[config.mk]
export PLATFORM = sky130hd
export DESIGN_NAME = quad_bus_transceiver_registered
export DESIGN_NICKNAME = d
export VERILOG_FILES = /design/src/xcvr_pkg.sv /design/src/rx_latch_bank.sv /design/src/quad_bus_transceiver_registered.sv
export SDC_FILE = /design/constraint.sdc
export NUM_CORES = 1
export LEC_CHECK = 0
export ABC_AREA = 1
export BUFFER_PORTS_ARGS = -buffer_cell sky130_fd_sc_hd__buf_2
export CAP_MARGIN = 15
export CORE_UTILIZATION = 39
export DETAILED_ROUTE_END_ITERATION = 10
export PLACE_DENSITY = 0.88
export SLEW_MARGIN = 10
export SYNTH_ARGS = -nofsm -noshare
export SYNTH_HDL_FRONTEND = slang
export SYNTH_SLANG_ARGS = --single-unit
[constraint.sdc]
create_clock -name clock -period 0.94 [get_ports clock]
set_input_delay 0.141 -clock clock [delete_from_list [all_inputs] [get_ports clock]]
set_output_delay 0.141 -clock clock [all_outputs]
set_load 0.05 [all_outputs]
[src/xcvr_pkg.sv]
// Shared constants, register map and carrier types for the quad bus transceiver
package xcvr_pkg;

  localparam int DATA_W = 4;
  localparam int APB_AW = 12;
  localparam int APB_DW = 32;

  // Register byte addresses
  localparam logic [APB_AW-1:0] ADDR_CTRL = 12'h000;
  localparam logic [APB_AW-1:0] ADDR_STATUS = 12'h004;
  localparam logic [APB_AW-1:0] ADDR_PORTS = 12'h008;

  // Control register fields, high bit first in the word
  typedef struct packed {
    logic output_control_n;
    logic receiver_latch_control_n;
    logic bus_drive_control_n;
    logic source_select;
  } ctrl_s;

  localparam int CTRL_W = $bits(ctrl_s);

  // Drivers released, latch open, receiver outputs off, port A selected
  localparam ctrl_s CTRL_RESET = 4'hA;

  // Status word: latched receiver data, sensed bus, driver register
  typedef struct packed {
    logic [DATA_W-1:0] rx_latched;
    logic [DATA_W-1:0] bus_level;
    logic [DATA_W-1:0] driver_bits;
  } status_s;

  localparam int STATUS_W = $bits(status_s);

  // Port readback word: port B above port A
  typedef struct packed {
    logic [DATA_W-1:0] port_b;
    logic [DATA_W-1:0] port_a;
  } ports_s;

  localparam int PORTS_W = $bits(ports_s);

  localparam logic [DATA_W-1:0] DATA_ZERO = 4'h0;
  localparam logic [APB_DW-1:0] WORD_ZERO = 32'h0000_0000;

endpackage

[src/rx_latch_bank.sv]
// Receiver latch bank: one level-controlled latch per bus line
`timescale 1ns/100ps
`default_nettype none

module rx_latch_bank
  import xcvr_pkg::*;
#(
  parameter int W = DATA_W
) (
  input wire logic clock,
  input wire logic rst_n,
  input wire logic ce,
  input wire logic latch_open,
  input wire logic [W-1:0] bus_level,
  output logic [W-1:0] q
);

  genvar i;

  generate
    for (i = 0; i < W; i++) begin : g_bit
      // Open: follow the inverted line; closed: keep the captured bit
      always_ff @(posedge clock or negedge rst_n) begin
        if (!rst_n) begin
          q[i] <= 1'b0;
        end else if (ce && latch_open) begin
          q[i] <= ~bus_level[i];
        end
      end
    end
  endgenerate

  chk_latch_shared: assert property (
    @(posedge clock) disable iff (!rst_n)
    ce && latch_open |=> q == ~$past(bus_level)
  ) else $error("latch bank did not follow the inverted bus");

  chk_latch_closed: assert property (
    @(posedge clock) disable iff (!rst_n)
    !(ce && latch_open) |=> $stable(q)
  ) else $error("closed latch bank changed");

endmodule

`default_nettype wire

[src/quad_bus_transceiver_registered.sv]
// Quad registered open-collector bus transceiver with APB control
//
// Design decisions made here: the register offsets and the APB interface to the registers.
`timescale 1ns/100ps
`default_nettype none

module quad_bus_transceiver_registered
  import xcvr_pkg::*;
#(
  parameter int W = DATA_W
) (
  input wire logic clock,
  input wire logic rst_n,
  input wire logic ce,
  input wire logic psel,
  input wire logic penable,
  input wire logic pwrite,
  input wire logic [APB_AW-1:0] paddr,
  input wire logic [APB_DW-1:0] pwdata,
  output logic [APB_DW-1:0] prdata,
  output logic pready,
  output logic pslverr,
  input wire logic [W-1:0] port_a,
  input wire logic [W-1:0] port_b,
  input wire logic driver_register_clock,
  input wire logic [W-1:0] bus_in,
  output logic [W-1:0] bus_out,
  output logic [W-1:0] bus_oe,
  output logic [W-1:0] rx_data,
  output logic [W-1:0] rx_oe
);

  ctrl_s ctrl_q;
  logic [W-1:0] driver_q;
  logic [W-1:0] driver_d;
  logic drv_clk_prev_q;
  logic drv_clk_rise;
  logic [W-1:0] rx_latched;
  logic setup_phase;
  logic access_done;
  logic wr_ctrl;
  logic [APB_DW-1:0] rdata_d;
  logic addr_err;
  status_s status_word;
  ports_s ports_word;

  // ---------------- APB slave ----------------

  assign setup_phase = psel && !penable;
  assign access_done = psel && penable && pready;
  assign wr_ctrl = access_done && pwrite && (paddr == ADDR_CTRL);

  assign status_word = '{rx_latched: rx_latched, bus_level: bus_in, driver_bits: driver_q};
  assign ports_word = '{port_b: port_b, port_a: port_a};

  // Read data and error are decided in the setup cycle
  always_comb begin
    rdata_d = WORD_ZERO;
    addr_err = 1'b0;
    if (paddr == ADDR_CTRL) begin
      rdata_d[CTRL_W-1:0] = ctrl_q;
    end else if (paddr == ADDR_STATUS) begin
      rdata_d[STATUS_W-1:0] = status_word;
    end else if (paddr == ADDR_PORTS) begin
      rdata_d[PORTS_W-1:0] = ports_word;
    end else begin
      addr_err = 1'b1;
    end
  end

  // One wait-free access phase: ready rises for the cycle after setup
  always_ff @(posedge clock or negedge rst_n) begin
    if (!rst_n) begin
      pready <= 1'b0;
    end else if (ce) begin
      pready <= setup_phase;
    end
  end

  always_ff @(posedge clock or negedge rst_n) begin
    if (!rst_n) begin
      prdata <= WORD_ZERO;
    end else if (ce) begin
      if (setup_phase && !pwrite) begin
        prdata <= rdata_d;
      end else if (access_done) begin
        prdata <= WORD_ZERO;
      end
    end
  end

  always_ff @(posedge clock or negedge rst_n) begin
    if (!rst_n) begin
      pslverr <= 1'b0;
    end else if (ce) begin
      if (setup_phase) begin
        pslverr <= addr_err;
      end else if (access_done) begin
        pslverr <= 1'b0;
      end
    end
  end

  // Control register
  always_ff @(posedge clock or negedge rst_n) begin
    if (!rst_n) begin
      ctrl_q <= CTRL_RESET;
    end else if (ce && wr_ctrl) begin
      ctrl_q <= ctrl_s'(pwdata[CTRL_W-1:0]);
    end
  end

  // ---------------- Driver register ----------------

  // The driver clock pin is sampled; its rising transition is the load event
  always_ff @(posedge clock or negedge rst_n) begin
    if (!rst_n) begin
      drv_clk_prev_q <= 1'b0;
    end else if (ce) begin
      drv_clk_prev_q <= driver_register_clock;
    end
  end

  assign drv_clk_rise = driver_register_clock && !drv_clk_prev_q;

  assign driver_d = ctrl_q.source_select ? port_b : port_a;

  always_ff @(posedge clock or negedge rst_n) begin
    if (!rst_n) begin
      driver_q <= DATA_ZERO;
    end else if (ce && drv_clk_rise) begin
      driver_q <= driver_d;
    end
  end

  // ---------------- Line drivers ----------------

  // Open-collector: the output level is always low, only the enable moves
  always_ff @(posedge clock or negedge rst_n) begin
    if (!rst_n) begin
      bus_out <= DATA_ZERO;
    end else if (ce) begin
      bus_out <= DATA_ZERO;
    end
  end

  // A one bit pulls its line low, so the line shows the inverse
  always_ff @(posedge clock or negedge rst_n) begin
    if (!rst_n) begin
      bus_oe <= DATA_ZERO;
    end else if (ce) begin
      if (ctrl_q.bus_drive_control_n) begin
        bus_oe <= DATA_ZERO;
      end else begin
        bus_oe <= driver_q;
      end
    end
  end

  // ---------------- Receiver ----------------

  // bus_in is the resolved line, so own drive is seen as well
  rx_latch_bank #(
    .W(W)
  ) u_rx_latch (
    .clock(clock),
    .rst_n(rst_n),
    .ce(ce),
    .latch_open(!ctrl_q.receiver_latch_control_n),
    .bus_level(bus_in),
    .q(rx_latched)
  );

  assign rx_data = rx_latched;

  always_ff @(posedge clock or negedge rst_n) begin
    if (!rst_n) begin
      rx_oe <= DATA_ZERO;
    end else if (ce) begin
      rx_oe <= {W{!ctrl_q.output_control_n}};
    end
  end

  // ---------------- Checks ----------------

  chk_load_port_a: assert property (
    @(posedge clock) disable iff (!rst_n)
    ce && drv_clk_rise && !ctrl_q.source_select |=> driver_q == $past(port_a)
  ) else $error("driver register did not load port A");

  chk_load_port_b: assert property (
    @(posedge clock) disable iff (!rst_n)
    ce && drv_clk_rise && ctrl_q.source_select |=> driver_q == $past(port_b)
  ) else $error("driver register did not load port B");

  chk_driver_hold: assert property (
    @(posedge clock) disable iff (!rst_n)
    !(ce && drv_clk_rise) |=> $stable(driver_q)
  ) else $error("driver register changed without a clock rise");

  chk_bus_released: assert property (
    @(posedge clock) disable iff (!rst_n)
    ce && ctrl_q.bus_drive_control_n |=> bus_oe == DATA_ZERO
  ) else $error("line drivers active while drive control high");

  chk_open_collector: assert property (
    @(posedge clock) disable iff (!rst_n)
    bus_out == DATA_ZERO
  ) else $error("line driver drove a high level");

  chk_bus_inverse: assert property (
    @(posedge clock) disable iff (!rst_n)
    ce && !ctrl_q.bus_drive_control_n |=> bus_oe == $past(driver_q)
  ) else $error("line enables do not match driver bits");

  chk_rx_follow: assert property (
    @(posedge clock) disable iff (!rst_n)
    ce && !ctrl_q.receiver_latch_control_n ##1 ce && !ctrl_q.receiver_latch_control_n
    |=> rx_data == ~$past(bus_in)
  ) else $error("receiver output not following inverted bus");

  chk_rx_own_loop: assert property (
    @(posedge clock) disable iff (!rst_n)
    ce && !ctrl_q.receiver_latch_control_n && (bus_in == ~driver_q)
    |=> rx_data == $past(driver_q)
  ) else $error("own driven data did not return in true polarity");

  chk_rx_hold: assert property (
    @(posedge clock) disable iff (!rst_n)
    ctrl_q.receiver_latch_control_n |=> $stable(rx_data)
  ) else $error("closed latch passed a bus change");

  chk_rx_enable: assert property (
    @(posedge clock) disable iff (!rst_n)
    ce |=> rx_oe == {W{!$past(ctrl_q.output_control_n)}}
  ) else $error("receiver enable does not match output control");

  chk_apb_ready: assert property (
    @(posedge clock) disable iff (!rst_n)
    ce && setup_phase |=> pready
  ) else $error("APB access phase without ready");

  cov_load_b: cover property (
    @(posedge clock) disable iff (!rst_n)
    ce && drv_clk_rise && ctrl_q.source_select
  );

  cov_bus_driving: cover property (
    @(posedge clock) disable iff (!rst_n)
    !ctrl_q.bus_drive_control_n && (bus_oe != DATA_ZERO)
  );

  cov_latch_close: cover property (
    @(posedge clock) disable iff (!rst_n)
    !ctrl_q.receiver_latch_control_n ##1 ctrl_q.receiver_latch_control_n
  );

  cov_ctrl_write: cover property (
    @(posedge clock) disable iff (!rst_n)
    ce && wr_ctrl
  );

endmodule

`default_nettype wire

==> results of run 1 <==
-- synth_stat cells, drive strengths merged --
| master | instances |
|---|---|
| nor2 | 19 |
| nand2 | 79 |
| nand4 | 1 |
| o21ai | 15 |
| inv | 23 |
| buf | 30 |
| nand3 | 29 |
| o211ai | 1 |
| a31oi | 3 |
| conb | 1 |
| nor3 | 2 |
| dfrtp | 30 |
| o31ai | 1 |
| dfstp | 2 |
| clkbuf | 1 |
-- layer usage --
layer | GRT usage | routed length (microns) | part of all wire | vias up
met4 | 0.0867 | 89 | 0.019 | 0
met5 | 0 | 0 | 0 | -
met3 | 0.0606 | 306 | 0.065 | 9
met2 | 0.337 | 2340 | 0.50 | 86
met1 | 0.247 | 1930 | 0.41 | 875
li1 | - | - | - | 910
-- cell families after synthesis --
family | share of synthesized area
flops | 0.443
simple gates | 0.319
buf+inv | 0.176
other cells | 0.00207
compound gates | 0.0600
-- cell type report --
cell class                 instances  share of cell area
sequential                        32               0.289
tap                               52              0.0233
clock buffer                       8              0.0323
inverter                          23              0.0309
multi-input combinational        174               0.309
timing repair buffer             109               0.315
-- power breakdown --
| group | switching, uW | leakage [uW] | total, uW | internal (uW) |
|---|---|---|---|---|
| clock | 489 | 0.0000455 | 1090 | 596 |
| combinational | 720 | 0.00108 | 1100 | 380 |
| sequential | 87.3 | 0.000404 | 1560 | 1470 |
-- timing repair --
action,4_1_cts,5_1_grt
pin swaps,4,10
gates cloned,2,0
endpoints found under the setup margin,47,52
hold endpoints to repair,10,0
gates resized for setup,60,29
buffers inserted,17,9
hold buffers,1,0
-- through the flow --
stage / instance area (sq um) / util
after global placement: 2230 / 0.505
after CTS: 2650 / 0.600
after global routing: 2790 / 0.632
after detailed placement: 2230 / 0.505
after floorplan: 1920 / -
final: 2790 / 0.632
-- how the worst max path moves through the flow --
stage	from	to	slack, ps
detailed placement	paddr[11]	prdata[6]	-310
finish	pready	pready	-180
floorplan	pready	ctrl_q[0]	-290
global placement	paddr[11]	prdata[7]	-270
global route	pready	ctrl_q[2]	-230
CTS	pready	prdata[0]	-170
-- sequential cells by signal (all words and copies together), names as in the netlist --
signal	cells
ctrl_q	4
drv_clk_prev_q	1
prdata	12
pslverr	1
rx_oe	1
u_rx_latch.q	4
driver_q	4
bus_oe	4
pready	1
-- worst max-delay path: stages, from the launching register on --
cell and delay, ps:
dfrtp_2 430, buf_6 130, buf_8 140
==> summary.md, run 1 <==
| Metric | Value |
|---|---|
| Dpl hpwl | `3.40 mm` |
| GP Congestion | `0.901` |
| Syn Inst Count | `237` |
| Endpoints failing hold | `0` |
| Cell Pwr Density | `1340 nW/um^2` |
| Min-delay src | `bus_in[3]` |
| Initial antenna violation count | `0` |
| Fmax | `892 MHz` |
| Failing checks | `negative setup slack` |
| Port-buffer cells | `60` |
| CTS sink count | `32` |
| Crit start category | `flop` |
| Overall routing resource usage | `0.204` |
| CTS tree | `yes` |
| Clock buffer depth | `2` |
| Vias in the first global route | `1829` |
| I/O pins | `113` |
| Clk slew on worst S/H paths | `60 ps` |
| H-tree lvl count | `2` |
| Main area contributors after synthesis | `dfrtp_1 (41%), nand2_1 (16%), buf_4 (12%)` |
| Drt drc | `0` |
| Post-synth cell types | `21` |
| Largest net degree at the start of global routing | `21` |
| Final period utilization | `1.19` |
| Cell taking the most area after synthesis | `dfrtp_1` |
| Reg2Reg Depth | `6` |
| Routed WL | `4.67 mm` |
| Avg Cell Area, Syn | `7.65 sq um` |
| Site Rows | `24` |
| Status | `finished with violations` |
| Nets | `408` |
| Non-Filler Instances | `398` |
| DR vias | `1880` |
| Clk Latency, worst-skew pair | `290 ps` |
| Commonest non-fill, non-tap cell in the layout | `nand2_1` |
| #FFs+latches synth | `32` |
| Sequential fraction of the synthesis area | `0.443` |
| Worst EP required | `800 ps` |
| Initial Util | `0.411` |
| Crit path kind | `flop to output port` |
| Yosys top cell area share | `0.414` |
| Placed Cells | `361` |
| Final Critical Period | `1120 ps` |
| Max_cap viols | `0` |
| Post-Place Worst Slack | `-312 ps` |
| Ys Warns | `0` |
| Vias per inst | `4.72` |
| Commonest non-fill, non-tap cells in the layout | `nand2_1 (66), buf_4 (38), buf_2 (36)` |
| Fillers | `364` |
| Die ar. | `4930 sq um` |
| Reg area | `806 sq um` |
| Diode count | `0` |
| Setup_tns | `-3530 ps` |
| Max-slew violation count | `0` |
| Die Y | `70.2 microns` |
| Multi-input gate area | `863 sq um` |
| First-pass GRT wire length | `7.97 mm` |
| Core area | `4410 sq um` |
| Setup Viol. Count Final | `46` |
| Leak pwr | `0.00153 uW` |
| Final Worst Setup Slack | `-181 ps` |
| Inserted Clock Buffers | `5` |
| RSZ-0062 raised after global routing | `true` |
| VDD IR-drop max | `0.559 mV` |
| Initial drt markers | `101` |
| Worst r2r src | `pready` |
| Hold depth | `2` |
| Overflow after GRT | `0` |
| Total power | `3750 uW` |
| Wire per inst | `11.7 microns` |
| Post-route ant nets | `0` |
| Synthesis-to-layout area growth | `53.9%` |
| Hold endpoint | `u_rx_latch.q[3]` |
| Worst hold margin | `52.5 ps` |
| Die width | `70.2 microns` |
| Share of post-route cells with drive strength above 1 | `0.422` |
| Crit path arrival time | `980 ps` |
| Endpoint type of the worst setup path | `output port` |
| Netlist Area Pre-Place | `1810 sq um` |
| Hold Path Class | `input pin to flop` |
| R2R Setup Slk | `-150 ps` |
| Worst r2r dst | `prdata[11]` |
| Clock Root Buffer | `clkbuf_8` |
| Crit-path max FO | `2` |
| Worst clock skew | `5.92 ps` |
| DRT Pass-1 Iters | `4` |
Power figures use the tool's default switching activity.
==> run 2: changes to the inputs <==
--- a/config.mk
+++ b/config.mk
@@ -8,10 +8,11 @@
 export ABC_AREA = 1
 export BUFFER_PORTS_ARGS = -buffer_cell sky130_fd_sc_hd__buf_2
 export CAP_MARGIN = 15
-export CORE_UTILIZATION = 39
+export CORE_UTILIZATION = 46
 export DETAILED_ROUTE_END_ITERATION = 10
-export PLACE_DENSITY = 0.88
+export PLACE_DENSITY = 0.95
 export SLEW_MARGIN = 10
 export SYNTH_ARGS = -nofsm -noshare
 export SYNTH_HDL_FRONTEND = slang
 export SYNTH_SLANG_ARGS = --single-unit
+export TNS_END_PERCENT = 1
==> constraint.sdc (replaced) <==
create_clock -name clock -period 1.4 [get_ports clock]
set_input_delay 0.21 -clock clock [delete_from_list [all_inputs] [get_ports clock]]
set_output_delay 0.21 -clock clock [all_outputs]
set_load 0.05 [all_outputs]
==> summary.md, run 2 (synthesis results as in run 1) <==
| Metric | Value |
|---|---|
| Status | `finished clean (was finished with violations)` |
| First-pass GRT wire length | `6.52 mm (was 7.97 mm)` |
| Commonest non-fill, non-tap cells in the layout | `nand2_1 (78), buf_2 (60), nand3_1 (29), dfrtp_1 (29), conb_1 (24) (was nand2_1 (66), buf_4 (38), buf_2 (36))` |
| Max_cap viols | `0 (unchanged)` |
| Nets | `368 (was 408)` |
| Synthesis-to-layout area growth | `22.8% (was 53.9%)` |
| Commonest non-fill, non-tap cell in the layout | `nand2_1 (unchanged)` |
| Total power | `2460 uW (was 3750 uW)` |
| DRT Pass-1 Iters | `5 (was 4)` |
| Max-slew violation count | `0 (unchanged)` |
| Clock buffer depth | `2 (unchanged)` |
| Die Y | `64.8 microns (was 70.2 microns)` |
| Non-Filler Instances | `354 (was 398)` |
| Clk Latency, worst-skew pair | `290 ps (about the same)` |
| Post-route ant nets | `0 (unchanged)` |
| Port-buffer cells | `60 (unchanged)` |
| I/O pins | `113 (unchanged)` |
| Site Rows | `22 (was 24)` |
| Largest net degree at the start of global routing | `21 (unchanged)` |
| Wire per inst | `11.1 microns (was 11.7 microns)` |
| Cell Pwr Density | `1110 nW/um^2 (was 1340 nW/um^2)` |
| Met3 Usage GRT | `0.0739 (was 0.0606)` |
| Clock Root Buffer | `clkbuf_8 (unchanged)` |
| Crit path kind | `flop to flop (was flop to output port)` |
| Multi-input gate area | `785 sq um (was 863 sq um)` |
| Inserted Clock Buffers | `5 (unchanged)` |
| Diode count | `0 (unchanged)` |
| Met1 Use GR | `0.261 (was 0.247)` |
| Endpoint type of the worst setup path | `flop (was output port)` |
| Placed cell area | `2100 sq um (was 2230 sq um)` |
| GP Congestion | `0.871 (was 0.901)` |
| Final Critical Period | `1250 ps` |
| Initial Util | `0.488 (was 0.411)` |
| RSZ-0062 raised after global routing | `false (was true)` |
| Worst clock skew | `6.51 ps (was 5.92 ps)` |
| CP max stage cell | `dfrtp_2 (unchanged)` |
| Endpoints failing hold | `0 (unchanged)` |
| Largest register FFs | `12 (unchanged)` |
| Vias per inst | `4.73 (was 4.72)` |
| Hold Path Class | `input pin to flop (unchanged)` |
| Initial drt markers | `118 (was 101)` |
| Setup bufs post-CTS | `0 (was 17)` |
| Hold depth | `2 (unchanged)` |
| Final Util | `0.599 (was 0.632)` |
| DR vias | `1673 (was 1880)` |
| Fin area | `2230 sq um (was 2790 sq um)` |
| Final period utilization | `0.894` |
| Routed WL | `3.94 mm (was 4.67 mm)` |
| Overflow after GRT | `0 (unchanged)` |
| Leak pwr | `0.00128 uW (was 0.00153 uW)` |
| Global routing usage on met2 | `0.335 (was 0.337)` |
| Reg area | `805 sq um (was 806 sq um)` |
| VDD IR-drop max | `0.503 mV (was 0.559 mV)` |
| Setup Viol. Count Final | `0 (was 46)` |
| Worst r2r src | `pready (unchanged)` |
| GRT busiest layer | `met2 (unchanged)` |
| CP Launch Point | `pready (unchanged)` |
| Share of post-route cells with drive strength above 1 | `0.294 (was 0.422)` |
| Crit start category | `flop (unchanged)` |
| CTS sink count | `32 (unchanged)` |
| Crit path arrival time | `1430 ps (was 980 ps)` |
| Highest cell delay on the worst timing path | `410 ps (was 430 ps)` |
| Worst EP required | `1580 ps (was 800 ps)` |
| Fillers | `345 (was 364)` |
| Min-delay src | `bus_in[0] (was bus_in[3])` |
| Die ar. | `4200 sq um (was 4930 sq um)` |
| Placed Cells | `345 (was 361)` |
| Crit-path max FO | `13 (was 2)` |
| Worst path cell trace | `nand3_1 -> nor2_2 -> nor2_4 -> nor2_4 -> nand3_1 -> nand2_1 (was buf_6 -> buf_8)` |
| CTS tree | `yes (unchanged)` |
| Fmax | `799 MHz` |
| Drt drc | `0 (unchanged)` |
| Die width | `64.8 microns (was 70.2 microns)` |
| H-tree lvl count | `2 (unchanged)` |
| Initial antenna violation count | `0 (unchanged)` |
| Reg2Reg Depth | `6 (unchanged)` |
| Clk slew on worst S/H paths | `70 ps (was 60 ps)` |
| Vias in the first global route | `1511 (was 1829)` |
| Worst hold margin | `126 ps (was 52.5 ps)` |
| Top reg by flops | `prdata (unchanged)` |
| Core area | `3720 sq um (was 4410 sq um)` |
| Overall routing resource usage | `0.210 (was 0.204)` |
| Dpl hpwl | `3.06 mm (was 3.40 mm)` |
[run 2: layer usage]
metal,share of wire,vias up
li1,-,827
met1,0.41,747
met2,0.47,87
met3,0.089,12
met4,0.022,0
met5,0,-
[run 2: final cells by class]
type / count / share of cell area
repair buffers: 69 / 0.172
inverters: 23 / 0.0388
clock inverters: 2 / 0.0157
multi-input cells: 174 / 0.352
clock buffers: 6 / 0.0326
well taps: 48 / 0.0270
flip-flops and latches: 32 / 0.361
[run 2: final timing paths]
check / slack [ps] / to
hold / removal: 130 / u_rx_latch.q[0]
max in group asynchronous: 590 / bus_oe[1]
setup / recovery: 150 / prdata[11]
min in group asynchronous: 390 / pready
setup reg to reg: 150 / prdata[11]
hold reg to reg: 480 / prdata[8]
[run 2: worst max-delay path: cells and delay by family, from the launching register on]
family	cells	cell delay, ps
flops	1	410
simple gates	6	730
[run 2: what timing repair did]
| item | in CTS | in global routing |
|---|---|---|
| pin swaps | 0 | 0 |
| hold buffers | 1 | 0 |
| setup endpoints to repair | 4 | 4 |
| gates cloned | 0 | 0 |
| gates resized for setup | 1 | 1 |
| hold endpoints to repair | 14 | 0 |
[run 2: through the flow]
stage          setup WS [ps]  setup TNS, ps
5_1_grt                 31.5              0
6_report                 148              0
3_5_place_dp           -4.00          -4.00
4_1_cts                 78.9              0
3_3_place_gp            44.8              0
2_1_floorplan            139              0
[run 2: power by group]
part	internal, uW	total, uW	switching (uW)
Combinational	125	573	448
Sequential	990	1040	46.0
Clock	527	852	325
==> run 3: changes to the inputs <==
--- a/config.mk
+++ b/config.mk
@@ -5,10 +5,9 @@
 export SDC_FILE = /design/constraint.sdc
 export NUM_CORES = 1
 export LEC_CHECK = 0
-export ABC_AREA = 1
 export BUFFER_PORTS_ARGS = -buffer_cell sky130_fd_sc_hd__buf_2
 export CAP_MARGIN = 15
-export CORE_UTILIZATION = 46
+export CORE_UTILIZATION = 45
 export DETAILED_ROUTE_END_ITERATION = 10
 export PLACE_DENSITY = 0.95
 export SLEW_MARGIN = 10
==> summary.md, run 3 <==
| Metric | Value |
|---|---|
| Post-route ant nets | `0 (unchanged)` |
| I/O pins | `113 (unchanged)` |
| Kind of cell adding the most delay to the critical path | `simple AND/OR/NAND/NOR gates (unchanged)` |
| Die ar. | `4150 sq um (was 4200 sq um)` |
| Overflow after GRT | `0 (unchanged)` |
| Die Y | `64.5 microns (was 64.8 microns)` |
| Largest net degree at the start of global routing | `16 (was 21)` |
| Fmax | `751 MHz (was 799 MHz)` |
| Endpoints failing hold | `0 (unchanged)` |
| Dpl hpwl | `3.14 mm (was 3.06 mm)` |
| Largest register FFs | `12 (unchanged)` |
| #FFs+latches synth | `32 (unchanged)` |
| Initial Util | `0.476 (was 0.488)` |
| Endpoint type of the worst setup path | `flop (unchanged)` |
| Main area contributors after synthesis | `dfrtp_1 (43%), buf_4 (12%), mux2i_1 (5.1%) (was dfrtp_1 (41%), nand2_1 (16%), buf_4 (12%))` |
| Max-slew violation count | `0 (unchanged)` |
| Wire per inst | `13.3 microns (was 11.1 microns)` |
| Commonest non-fill, non-tap cells in the layout | `buf_2 (60), dfrtp_1 (29), conb_1 (24) (was nand2_1 (78), buf_2 (60), nand3_1 (29), dfrtp_1 (29), conb_1 (24))` |
| Count leader, synth | `dfrtp_1 (was nand2_1)` |
| DRT Pass-1 Iters | `4 (was 5)` |
| Worst hold margin | `116 ps (was 126 ps)` |
| Die width | `64.5 microns (was 64.8 microns)` |
| Crit path depth | `3 (was 6)` |
| Worst EP required | `1580 ps (about the same)` |
| Nets | `302 (was 368)` |
| Synth async-reset ratio | `1.00 (unchanged)` |
| CTS sink count | `32 (unchanged)` |
| GP Congestion | `0.834 (was 0.871)` |
| Synthesis-to-layout area growth | `25.0% (was 22.8%)` |
| Top reg by flops | `prdata (unchanged)` |
| Final period utilization | `0.951 (was 0.894)` |
| Cell taking the most area after synthesis | `dfrtp_1 (unchanged)` |
| Clk Latency, worst-skew pair | `300 ps (was 290 ps)` |
| Post-Place Worst Slack | `-191 ps (was -4.00 ps)` |
| Share of post-route cells with drive strength above 1 | `0.396 (was 0.294)` |
| Cell Pwr Density | `1040 nW/um^2 (was 1110 nW/um^2)` |
| Drt drc | `0 (unchanged)` |
| Reg2Reg Depth | `3 (was 6)` |
| Initial antenna violation count | `0 (unchanged)` |
| Worst r2r dst | `ctrl_q[0] (was prdata[11])` |
| Routed WL | `3.84 mm (was 3.94 mm)` |
| Ys Warns | `0 (unchanged)` |
| Avg Cell Area, Syn | `10.6 sq um (was 7.65 sq um)` |
| Final Worst Setup Slack | `68.1 ps (was 148 ps)` |
| Initial drt markers | `22 (was 118)` |
| EDFF count, synth | `0 (unchanged)` |
| Clock buffer depth | `2 (unchanged)` |
| First-pass GRT wire length | `6.13 mm (was 6.52 mm)` |
| Crit start category | `flop (unchanged)` |
| Top FF cell, synth | `dfrtp_1 (unchanged)` |
| Max_cap viols | `0 (unchanged)` |
| Worst clock skew | `5.80 ps (was 6.51 ps)` |
| Worst path cell trace | `nand3_1 -> nor3_4 -> mux2_4 (was nand3_1 -> nor2_2 -> nor2_4 -> nor2_4 -> nand3_1 -> nand2_1)` |
| CP Buf/Inv Count | `0 (unchanged)` |
| Diode count | `0 (unchanged)` |
| R2R Setup Slk | `70 ps (was 150 ps)` |
| Hold depth | `2 (unchanged)` |
| Commonest cells post-synth | `dfrtp_1 (30), buf_4 (27), o21ai_0 (18), inv_1 (11) (was nand2_1 (78), dfrtp_1 (30), buf_4 (29), nand3_1 (29), inv_1 (21))` |
| Netlist Area Pre-Place | `1760 sq um (was 1810 sq um)` |
| Yosys top cell area share | `0.428 (was 0.414)` |
| CTS tree | `yes (unchanged)` |
| Overall routing resource usage | `0.204 (was 0.210)` |
| Worst r2r src | `pready (unchanged)` |
| Final Critical Period | `1330 ps (was 1250 ps)` |
| Crit path arrival time | `1510 ps (was 1430 ps)` |
| Vias per inst | `4.83 (was 4.73)` |
| Clk slew on worst S/H paths | `70 ps (about the same)` |
| Crit-path max FO | `4 (was 13)` |
| Status | `finished clean (unchanged)` |
| DR vias | `1392 (was 1673)` |
| Crit path kind | `flop to flop (unchanged)` |
| Commonest non-fill, non-tap cell in the layout | `buf_2 (was nand2_1)` |
| Leak pwr | `0.00117 uW (was 0.00128 uW)` |
| Port-buffer cells | `60 (unchanged)` |
| H-tree lvl count | `2 (unchanged)` |
| Setup Viol. Count Final | `0 (unchanged)` |
| Sequential fraction of the synthesis area | `0.458 (was 0.443)` |
| RSZ-0062 raised after global routing | `false (unchanged)` |
| Syn Inst Count | `165 (was 237)` |
| Clock Root Buffer | `clkbuf_8 (unchanged)` |
| Min-delay src | `bus_in[1] (was bus_in[0])` |
| Site Rows | `22 (unchanged)` |
| Inserted Clock Buffers | `5 (unchanged)` |
| Highest cell delay on the worst timing path | `410 ps (about the same)` |
| Vias in the first global route | `1317 (was 1511)` |
| Post-synth cell types | `28 (was 21)` |
| CP max stage cell | `dfrtp_2 (unchanged)` |
| VDD IR-drop max | `0.654 mV (was 0.503 mV)` |
| Hold endpoint | `u_rx_latch.q[1] (was u_rx_latch.q[0])` |
| Core area | `3690 sq um (was 3720 sq um)` |
| Resize count post-CTS | `0 (was 1)` |
| Hold Path Class | `input pin to flop (unchanged)` |
run 3: cell types whose count changed after synthesis, moves of 4 or more:
cell	before	now
nand3_1	29	6
o21ai_0	14	18
nand2_1	78	9
nor2_2	4	0
nand3b_1	0	5
inv_1	21	11
mux2_4	0	4
nor2_1	14	7
nand2b_1	0	5
o2bb2ai_1	0	8
mux2i_1	0	9
a22o_1	0	4
run 3: logic make-up after synthesis:
group	synth area share
AOI/OAI and AO/OA	0.127
buffers and inverters	0.148
DFF	0.458
muxes	0.0919
other	0.00214
and+or+nand+nor	0.174
run 3: worst reg2reg max path: stages, from the launching register on:
cell	delay [ps]
dfrtp_2	410
nand3_1	140
nor3_4	340
mux2_4	330
run 3: worst max path at each step:
| stage | end | startpoint |
|---|---|---|
| final | ctrl_q[0] | pready |
| after global placement | ctrl_q[0] | paddr[11] |
| after floorplan | ctrl_q[0] | paddr[11] |
| after global routing | prdata[4] | paddr[5] |
| after CTS | ctrl_q[0] | pready |
| after detailed placement | prdata[4] | paddr[11] |
run 3: power by group:
part | total [uW] | switching [uW] | internal [uW]
logic | 564 | 426 | 139
registers | 1030 | 40.4 | 989
clock network | 690 | 342 | 348
run 3: routing by layer:
layer,vias up,global-route usage,share of wire
met3,8,0.0493,0.059
met1,661,0.246,0.42
met5,-,0,0
met2,53,0.332,0.50
met4,0,0.119,0.024
li1,670,-,-
run 3: cell type report:
type                            count  area (sq um)
Fill cell                         324          1490
Sequential cell                    32           805
Multi-Input combinational cell    114           779
Timing Repair Buffer               75           428
Clock buffer                        7          76.3
Tap cell                           48          60.1
Inverter                           11          41.3
Clock inverter                      1          5.00
run 3: repair_timing:
action                    CTS  global route
setup buffers               0             0
hold buffers                1             0
hold endpoints to repair   11             0
run 3: stage by stage:
stage	setup TNS (ps)	cells	cell area, sq um	total power, uW	util
final	0	288	2190	2280	0.595
after global routing	0	288	2190	2370	0.595
after CTS	0	288	2190	2290	0.595
after detailed placement	-2160	279	2100	1610	0.570
after global placement	-1390	279	2100	1590	0.570
after floorplan	-113	188	1840	1480	-
